<file path="src/verilog/bcc_pkg.sv">
// Constants for the bridge class code and status identification block.
// Assumes a dword-wide configuration access port on the core clock.
package bcc_pkg;
  // Configuration access widths
  localparam int ADDR_W = 8;
  localparam int DATA_W = 32;
  localparam int BE_W = 4;
  // Byte offsets of the dwords served here
  localparam logic [7:0] CMD_STAT_OFF = 8'h04;
  localparam logic [7:0] CLASS_REV_OFF = 8'h08;
  // Dword index positions within a byte address
  localparam int DW_LSB = 2;
  localparam int DW_MSB = 7;
  // Status halfword sits in the upper half of the command/status dword
  localparam int STAT_LSB = 16;
  localparam int STAT_RSVD_LSB = 0;
  localparam int STAT_RSVD_MSB = 2;
  localparam int STAT_INT_BIT = 3;
  localparam int STAT_CAP_BIT = 4;
  localparam logic [2:0] STAT_RSVD_VAL = 3'h0;
  localparam logic STAT_INT_VAL = 1'b0;
  localparam logic STAT_CAP_VAL = 1'b1;
  // Class code fields
  localparam logic [7:0] BASE_CLASS_VAL = 8'h06;
  localparam logic [7:0] SUB_CLASS_VAL = 8'h04;
  localparam logic [7:0] PROG_IF_VAL = 8'h00;
  localparam int BASE_LSB = 24;
  localparam int SUB_LSB = 16;
  localparam int PROG_LSB = 8;
  localparam int REV_LSB = 0;
  // Silicon revision default; value is arbitrary
  localparam logic [7:0] REV_DEFAULT = 8'hA5;
  // Answer comes one clock after the request is taken
  localparam int ACK_LAT = 1;
  // Reset value of the read data register
  localparam logic [31:0] RDATA_RST = 32'h0000_0000;
endpackage

</file>
<file path="src/verilog/bcc_class_regs.sv">
// Read-only identification dwords of the bridge configuration header:
// the low status bits and the class code and revision word.
// Assumes config requests arrive as one-cycle strobes on the core clock,
// already decoded to this function by the upstream transaction logic.
// Only whole dwords are answered; byte enables never narrow a read.
// No state here can be changed by software; every image is fixed.
//
// Notes on behaviour
// Status bits 2:0 always read zero
// Interrupt status bit 3 never set
// Class word at 08h ignores writes
// Top class byte reads 06h, bridge
// Second byte reads subclass 04h
// Programming interface byte reads 00h
// Low byte is fixed silicon revision
// Capabilities list bit 4 reads one
`timescale 1ns/1ns

module bcc_class_regs #(
  // Silicon revision code; value is arbitrary
  parameter logic [7:0] REVISION = bcc_pkg::REV_DEFAULT
) (
  // Clock and reset
  input wire logic clk,
  input wire logic rst,
  // Configuration request
  input wire logic cfg_req,
  input wire logic cfg_we,
  input wire logic [bcc_pkg::ADDR_W-1:0] cfg_addr,
  input wire logic [bcc_pkg::BE_W-1:0] cfg_be,
  input wire logic [bcc_pkg::DATA_W-1:0] cfg_wdata,
  // Configuration answer
  output logic cfg_ack,
  output logic [bcc_pkg::DATA_W-1:0] cfg_rdata,
  output logic cfg_hit
);
  import bcc_pkg::*;

  // Registered answer state
  // Three registers carry the whole answer; everything else is combinational
  logic ack_r;
  logic ack_nxt;
  logic [DATA_W-1:0] rdata_r;
  logic [DATA_W-1:0] rdata_nxt;
  logic hit_r;
  logic hit_nxt;

  // Dword decode of the incoming byte address
  wire logic [DW_MSB-DW_LSB:0] req_dw;
  wire logic sel_stat;
  wire logic sel_class;
  wire logic sel_any;
  // Constant field images
  wire logic [15:0] stat_word;
  wire logic [DATA_W-1:0] stat_dword;
  wire logic [DATA_W-1:0] class_word;
  wire logic [DATA_W-1:0] read_mux;
  // Write data and lanes are accepted but nothing here is writable
  wire logic unused_ok;

  // Address bits 1:0 are ignored, so any byte address picks its dword
  assign req_dw = cfg_addr[DW_MSB:DW_LSB];

  // Address decoding as an if / else-if style chain of selects
  assign sel_stat = (req_dw == CMD_STAT_OFF[DW_MSB:DW_LSB]);
  assign sel_class = !sel_stat &&
                     (req_dw == CLASS_REV_OFF[DW_MSB:DW_LSB]);
  assign sel_any = sel_stat || sel_class;

  // Status halfword: only the low five bits are served here; the upper
  // error and capability bits belong to other logic and read zero.
  assign stat_word = {11'h000,
                      STAT_CAP_VAL,
                      STAT_INT_VAL,
                      STAT_RSVD_VAL};
  // Command half is outside this block and reads zero
  assign stat_dword = {stat_word, 16'h0000};

  // Class code word built only from constants, so no write can reach it
  // A field change is a silicon change: edit the package, not this file
  assign class_word = {BASE_CLASS_VAL,
                       SUB_CLASS_VAL,
                       PROG_IF_VAL,
                       REVISION};

  // Read selection; unmapped dwords answer zero so the host never hangs
  assign read_mux = sel_stat ? stat_dword :
                    sel_class ? class_word : RDATA_RST;

  // Fold the ignored inputs so they count as read; the result is unused
  assign unused_ok = ^{cfg_be, cfg_wdata};

  // Next answer: every request is acked one cycle later. Writes are
  // dropped, which keeps the identity word fixed, and return zero data.
  always_comb begin
    ack_nxt = cfg_req;
    hit_nxt = cfg_req && sel_any;
    rdata_nxt = RDATA_RST;
    // Reads take the selected image; writes and idle cycles give zero
    if (cfg_req && !cfg_we) begin
      rdata_nxt = read_mux;
    end else if (cfg_req && cfg_we) begin
      rdata_nxt = RDATA_RST;
    end
  end

  // Answer flops; data holds until the next request to ease sampling
  // Synchronous reset, in the same core clock domain as the host
  always_ff @(posedge clk) begin
    if (rst) begin
      ack_r <= 1'b0;
      hit_r <= 1'b0;
      rdata_r <= RDATA_RST;
    end else begin
      ack_r <= ack_nxt;
      hit_r <= hit_nxt;
      if (cfg_req) begin
        rdata_r <= rdata_nxt;
      end
    end
  end

  // Outputs straight from the flops, so no decode glitch reaches them
  assign cfg_ack = ack_r;
  assign cfg_hit = hit_r;
  assign cfg_rdata = rdata_r;

  // Checks below watch the answer port one cycle after each request, except the ack timing check, which runs every cycle, and the hold and reset checks at the end
  // Status reserved bits read as zero
  status_rsvd_a: assert property (@(posedge clk) disable iff (rst)
    cfg_req && !cfg_we && sel_stat |=> cfg_ack &&
    cfg_rdata[STAT_LSB+STAT_RSVD_MSB:STAT_LSB+STAT_RSVD_LSB] == 3'h0)
    else $error("status reserved bits not zero");

  // Interrupt status never reported
  int_status_a: assert property (@(posedge clk) disable iff (rst)
    cfg_req && !cfg_we && sel_stat |=> !cfg_rdata[STAT_LSB+STAT_INT_BIT])
    else $error("interrupt status bit set");

  // Capability chain flag reads one
  cap_chain_a: assert property (@(posedge clk) disable iff (rst)
    cfg_req && !cfg_we && sel_stat |=> cfg_rdata[STAT_LSB+STAT_CAP_BIT])
    else $error("capability chain bit not set");

  // A write to the class word, then a read, still sees the constants
  class_write_a: assert property (@(posedge clk) disable iff (rst)
    cfg_req && cfg_we && sel_class ##1 cfg_req && !cfg_we && sel_class
    |=> cfg_rdata == {8'h06, 8'h04, 8'h00, REVISION})
    else $error("class word changed after write");

  // Base class byte
  base_class_a: assert property (@(posedge clk) disable iff (rst)
    cfg_req && !cfg_we && sel_class |=> cfg_ack &&
    cfg_rdata[BASE_LSB+7:BASE_LSB] == 8'h06)
    else $error("base class byte wrong");

  // Subclass byte
  sub_class_a: assert property (@(posedge clk) disable iff (rst)
    cfg_req && !cfg_we && sel_class |=>
    cfg_rdata[SUB_LSB+7:SUB_LSB] == 8'h04)
    else $error("subclass byte wrong");

  // Programming interface byte
  prog_if_a: assert property (@(posedge clk) disable iff (rst)
    cfg_req && !cfg_we && sel_class |=>
    cfg_rdata[PROG_LSB+7:PROG_LSB] == 8'h00)
    else $error("programming interface byte wrong");

  // Revision byte equals the fixed silicon code
  revision_a: assert property (@(posedge clk) disable iff (rst)
    cfg_req && !cfg_we && sel_class |=>
    cfg_rdata[REV_LSB+7:REV_LSB] == REVISION && cfg_hit)
    else $error("revision byte wrong");

  // Every request answered exactly one cycle later, and never otherwise
  // It also keeps the hit flag from showing without an ack
  ack_timing_a: assert property (@(posedge clk) disable iff (rst)
    cfg_ack == $past(cfg_req) && (!cfg_hit || cfg_ack))
    else $error("answer timing wrong");

  // A write is answered with zero data, as the write path drops it
  write_answer_a: assert property (@(posedge clk) disable iff (rst)
    cfg_req && cfg_we |=> cfg_ack && cfg_rdata == 32'h0000_0000)
    else $error("write answer data not zero");

  // Status dword shows nothing outside the five low status bits; the
  // command half and the upper status bits live in other logic
  status_upper_a: assert property (@(posedge clk) disable iff (rst)
    cfg_req && !cfg_we && sel_stat |=>
    cfg_rdata[31:STAT_LSB+STAT_CAP_BIT+1] == 11'h000 &&
    cfg_rdata[STAT_LSB-1:0] == 16'h0000)
    else $error("status dword carries stray bits");

  // The hit flag follows the two served dwords, checked from the raw
  // address so that a broken decode cannot hide behind itself
  hit_served_a: assert property (@(posedge clk) disable iff (rst)
    cfg_req && (cfg_addr[DW_MSB:DW_LSB] == 6'h01 ||
    cfg_addr[DW_MSB:DW_LSB] == 6'h02) |=> cfg_ack && cfg_hit)
    else $error("served dword not flagged as hit");

  // Any other dword answers zero with no hit, so stray reads are visible
  miss_zero_a: assert property (@(posedge clk) disable iff (rst)
    cfg_req && cfg_addr[DW_MSB:DW_LSB] != 6'h01 &&
    cfg_addr[DW_MSB:DW_LSB] != 6'h02 |=>
    cfg_ack && !cfg_hit && cfg_rdata == 32'h0000_0000)
    else $error("unmapped dword answered wrongly");

  // Read data holds while no request is taken
  data_hold_a: assert property (@(posedge clk) disable iff (rst)
    !cfg_req |=> $stable(cfg_rdata))
    else $error("read data moved without a request");

  // Reset leaves a quiet answer port, whatever was in flight
  reset_quiet_a: assert property (@(posedge clk)
    rst |=> !cfg_ack && !cfg_hit && cfg_rdata == 32'h0000_0000)
    else $error("answer port not cleared by reset");

endmodule

</file>
<file path="config.mk">
export PLATFORM = sky130hd
export DESIGN_NAME = bcc_class_regs
export DESIGN_NICKNAME = d
export VERILOG_FILES = /design/src/verilog/bcc_pkg.sv /design/src/verilog/bcc_class_regs.sv
export SDC_FILE = /design/constraint.sdc
export NUM_CORES = 1
export LEC_CHECK = 0
export BUFFER_PORTS_ARGS = -buffer_cell sky130_fd_sc_hd__buf_2
export CAP_MARGIN = 20
export CORE_MARGIN = 2
export CORE_UTILIZATION = 27
export DETAILED_ROUTE_END_ITERATION = 16
export GPL_TIMING_DRIVEN = 1
export PLACE_DENSITY = 0.82
export SLEW_MARGIN = 10
export SYNTH_ARGS = -nofsm -noshare
export SYNTH_HDL_FRONTEND = slang
export SYNTH_SLANG_ARGS = --single-unit
export TNS_END_PERCENT = 20
</file>
<file path="constraint.sdc">
create_clock -name clk -period 1.9 [get_ports clk]
set_input_delay 0.38 -clock clk [delete_from_list [all_inputs] [get_ports clk]]
set_output_delay 0.38 -clock clk [all_outputs]
set_load 0.05 [all_outputs]
</file>
==> summary by stage <==
Finish
The library cell used most frequently in the layout, excluding fill and tap cells, is sky130_fd_sc_hd__conb_1. The fraction of layout cells with a size suffix above 1 is 48.4%. The final cell area excluding filler cells is around 430 um2. The final net count is approximately 110. The library cells used most frequently in the layout, excluding fill and tap cells, are sky130_fd_sc_hd__conb_1, sky130_fd_sc_hd__buf_2, sky130_fd_sc_hd__dfxtp_1, sky130_fd_sc_hd__or3b_2, sky130_fd_sc_hd__clkbuf_4.

The area growth from synthesis to layout is -0.292%. The count of inserted antenna diode cells is 0. The count of cells in the finished layout, fillers not included, comes to a little under 80.

Clock tree
TritonCTS built the clock tree. The number of clock buffers added by TritonCTS is 3. The clock sink total is 4. After clock tree synthesis, the repair step resized 0 gates. The later-pin clock latency in the skew report is 0.24 ns. Clock tree synthesis selected as its root buffer the cell sky130_fd_sc_hd__clkbuf_4. The H-tree level count is 1.

The number of setup buffers added after CTS is 0. The maximum clock path buffer count is 2. After clock tree synthesis, the clock-pin slew on the worst setup and hold paths is about 0.040 ns. Buffers inserted to repair hold after CTS numbered 0.

Setup path
The data required time at the worst endpoint is 1.52 ns. The setup check on the worst reg-to-reg path leaves a slack of approximately 0.86 ns. The launching point of the worst reg2reg path is cfg_rdata[25]$_SDFFE_PP0P_. Traced cell by cell, the critical path runs through buf_2. STA classifies the critical path startpoint as a register. The worst setup path is captured at a primary output. The number of buffers and inverters on the critical path is 1. The worst register-to-register path ends at cfg_rdata[25]$_SDFFE_PP0P_. The biggest fanout along the worst timing path is 8.

The largest single stage delay on the critical path is ~0.41 ns. The cell with the biggest individual delay on the critical path is sky130_fd_sc_hd__dfxtp_1. The worst setup path category is reg -> out. In this run the number of cells on the critical path is 1. The most critical setup path has its endpoint at cfg_rdata[25]. Data arrives at the worst endpoint at around 0.95 ns. The worst-case reg-to-reg path depth is 2.

The source of the critical timing path is cfg_rdata[25]$_SDFFE_PP0P_. The top cell family by delay on the critical path is flip-flops.

Placement
The instance area at placement is around 400 um2. The cell count after placement is between 70 and 80. The HPWL after detailed placement is between 500 and 600 um.

The routability-driven placement congestion ratio is a little under 0.8. Input and output buffers added on the ports amount to 19.

Synthesis
The flop and latch count out of synthesis is 4. The synthesized-area fraction occupied by adder cells is 0%. The count of mapped cells out of synthesis is 47. The combinational family with the most area after synthesis is buffers and inverters. For this run, the register share of the synthesized area comes to between 10% and 20%. Each instance of the synthesized netlist takes up on average between 9 and 10 um2. The post-synthesis mux area share is 0%. The mapped cell area is about 430 um2. The synthesized netlist devotes under 10% of its cell area to compound gates.

In this run the biggest area consumer among cell types represents between 50 and 60% of the synthesized area. The xor-xnor portion of the synthesized cell area is under 10%. The most area-hungry cell type in the Yosys netlist is sky130_fd_sc_hd__buf_4. The count of different cell masters after synthesis is 13. The count of synthesis-stage warnings from yosys is 0. After synthesis, the cell types taking the most area are sky130_fd_sc_hd__buf_4, sky130_fd_sc_hd__dfxtp_1, sky130_fd_sc_hd__or3b_2.

The synthesized netlist devotes between 10% and 20% of its cell area to simple gates.

Timing
Setup violations remaining at the end of the flow were counted as 0. The ratio of final minimum period to clock period is 69.8%. The final number of max-transition violations came to 0. The count of final hold-check violations is 0.

Static timing analysis puts the maximum clock frequency at ~0.75 GHz. The shortest period the worst path allows is about 1.3 ns. On the final layout, the worst clock skew is 0 ns. Setup repair after global routing left no endpoint under its margin. The final total negative setup slack is 0 ns.

Floorplanning
After floorplanning, the core was divided into 14 placement rows. The initial cell density of the core is between 20% and 30%. The horizontal extent of the die is about 44 um. The die covers around 0.0019 mm2. The core region is about 0.0015 mm2. The die outline height is roughly 44 um. The number of ports placed on the die boundary is slightly above 80.

Status
The run finished with clean final reports.

Routing
The via total after detailed routing is 275. The average via count per standard cell is ~3.5. For this block, the routed nets add up to between 600 and 700 um of wire. After the first detailed-routing iteration, the DRC count stood at 0. The final routed wire length divided by cell count is 8.29 um. The remaining number of nets flagged by the antenna check after routing is 0. For this run, the detailed router's first-pass iteration total came to 1.

For this run, design rule violations remaining after detail routing come to 0.

GRT
Entering global routing, the biggest net connects 9 pins. For this run the aggregate overflow at the end of global routing stands at 0. The via count of the first global-routing pass is 214. The aggregate global-route resource usage is about 7.1%. The global-route wire length before repair is approximately 880 um. The initial antenna violation count is 0.

Min path
The path class of the tightest hold or removal check is in -> reg.

Power and ir drop
The power per cell area is roughly 770 mW/mm2. IR analysis of the VDD net gives a maximum drop of about 0.30 mV. Summed over all cells, the static leakage comes to roughly 0.25 nW.

Run
The tool flagged a number of max-cap violations equal to 0.
-- metrics by stage --
step | hold slack [ns] | utilization, % | power (mW) | setup WS (ns)
2_1_floorplan | 0.451 | - | 0.245 | 0.514
3_3_place_gp | 0.570 | 27.1 | 0.220 | 0.575
3_5_place_dp | 0.578 | 27.1 | 0.221 | 0.554
4_1_cts | 0.335 | 28.7 | 0.331 | 0.548
5_1_grt | 0.342 | 28.7 | 0.345 | 0.482
6_report | 0.337 | 28.7 | 0.328 | 0.573
-- report_power, final --
group          internal (mW)  switching [mW]  leakage, nW
combinational         0.0135           0.121        0.201
sequential            0.0858        0.000329       0.0325
clock                 0.0708          0.0363       0.0138
-- sequential cells by signal (all words and copies together), names as in the netlist --
signal,count
cfg_hit,1
cfg_ack,1
cfg_rdata,2
-- metal layers --
| metal | up-vias | wire [um] | track usage [%] |
|---|---|---|---|
| met3 | 0 | 123 | 6.67 |
| li1 | 131 | - | - |
| met1 | 120 | 219 | 6.98 |
| met5 | - | 0 | 0 |
| met2 | 24 | 304 | 9.12 |
| met4 | 0 | 0 | 5.45 |
-- cells in the mapped netlist --
| master | count |
|---|---|
| sky130_fd_sc_hd__buf_4 | 30 |
| sky130_fd_sc_hd__dfxtp_1 | 4 |
| sky130_fd_sc_hd__or3b_2 | 3 |
| sky130_fd_sc_hd__conb_1 | 1 |
| sky130_fd_sc_hd__nand2b_1 | 1 |
| sky130_fd_sc_hd__nor2b_1 | 1 |
| sky130_fd_sc_hd__nor4_2 | 1 |
| sky130_fd_sc_hd__o31ai_2 | 1 |
| sky130_fd_sc_hd__o41ai_2 | 1 |
| sky130_fd_sc_hd__or2_2 | 1 |
| sky130_fd_sc_hd__or4b_1 | 1 |
| sky130_fd_sc_hd__or4b_4 | 1 |
| sky130_fd_sc_hd__xnor2_1 | 1 |
-- logic make-up after synthesis --
group	Yosys count
buffers and inverters	30
and+or+nand+nor	9
DFF	4
AOI/OAI and AO/OA	2
xor gates and xnor gates	1
other	1
-- worst min-delay path by stage --
stage                                    start  depth (start not counted)  slack (ns)                         end
global route                       cfg_addr[6]                          2        0.34          cfg_hit$_SDFF_PP0_
global placement    cfg_rdata[20]$_SDFFE_PP0P_                          2        0.57  cfg_rdata[20]$_SDFFE_PP0P_
CTS                                cfg_addr[6]                          2        0.33          cfg_hit$_SDFF_PP0_
detailed placement  cfg_rdata[20]$_SDFFE_PP0P_                          2        0.58  cfg_rdata[20]$_SDFFE_PP0P_
finish                             cfg_addr[6]                          2        0.34          cfg_hit$_SDFF_PP0_
floorplan                          cfg_addr[6]                          1        0.45          cfg_hit$_SDFF_PP0_
-- layout make-up --
type	instances	area, um2
Clock buffer	3	22.5
Fill cell	177	1060
Tap cell	16	20.0
Sequential cell	4	80.1
Timing Repair Buffer	19	95.1
Multi-Input combinational cell	36	209
Power figures use the tool's default switching activity.
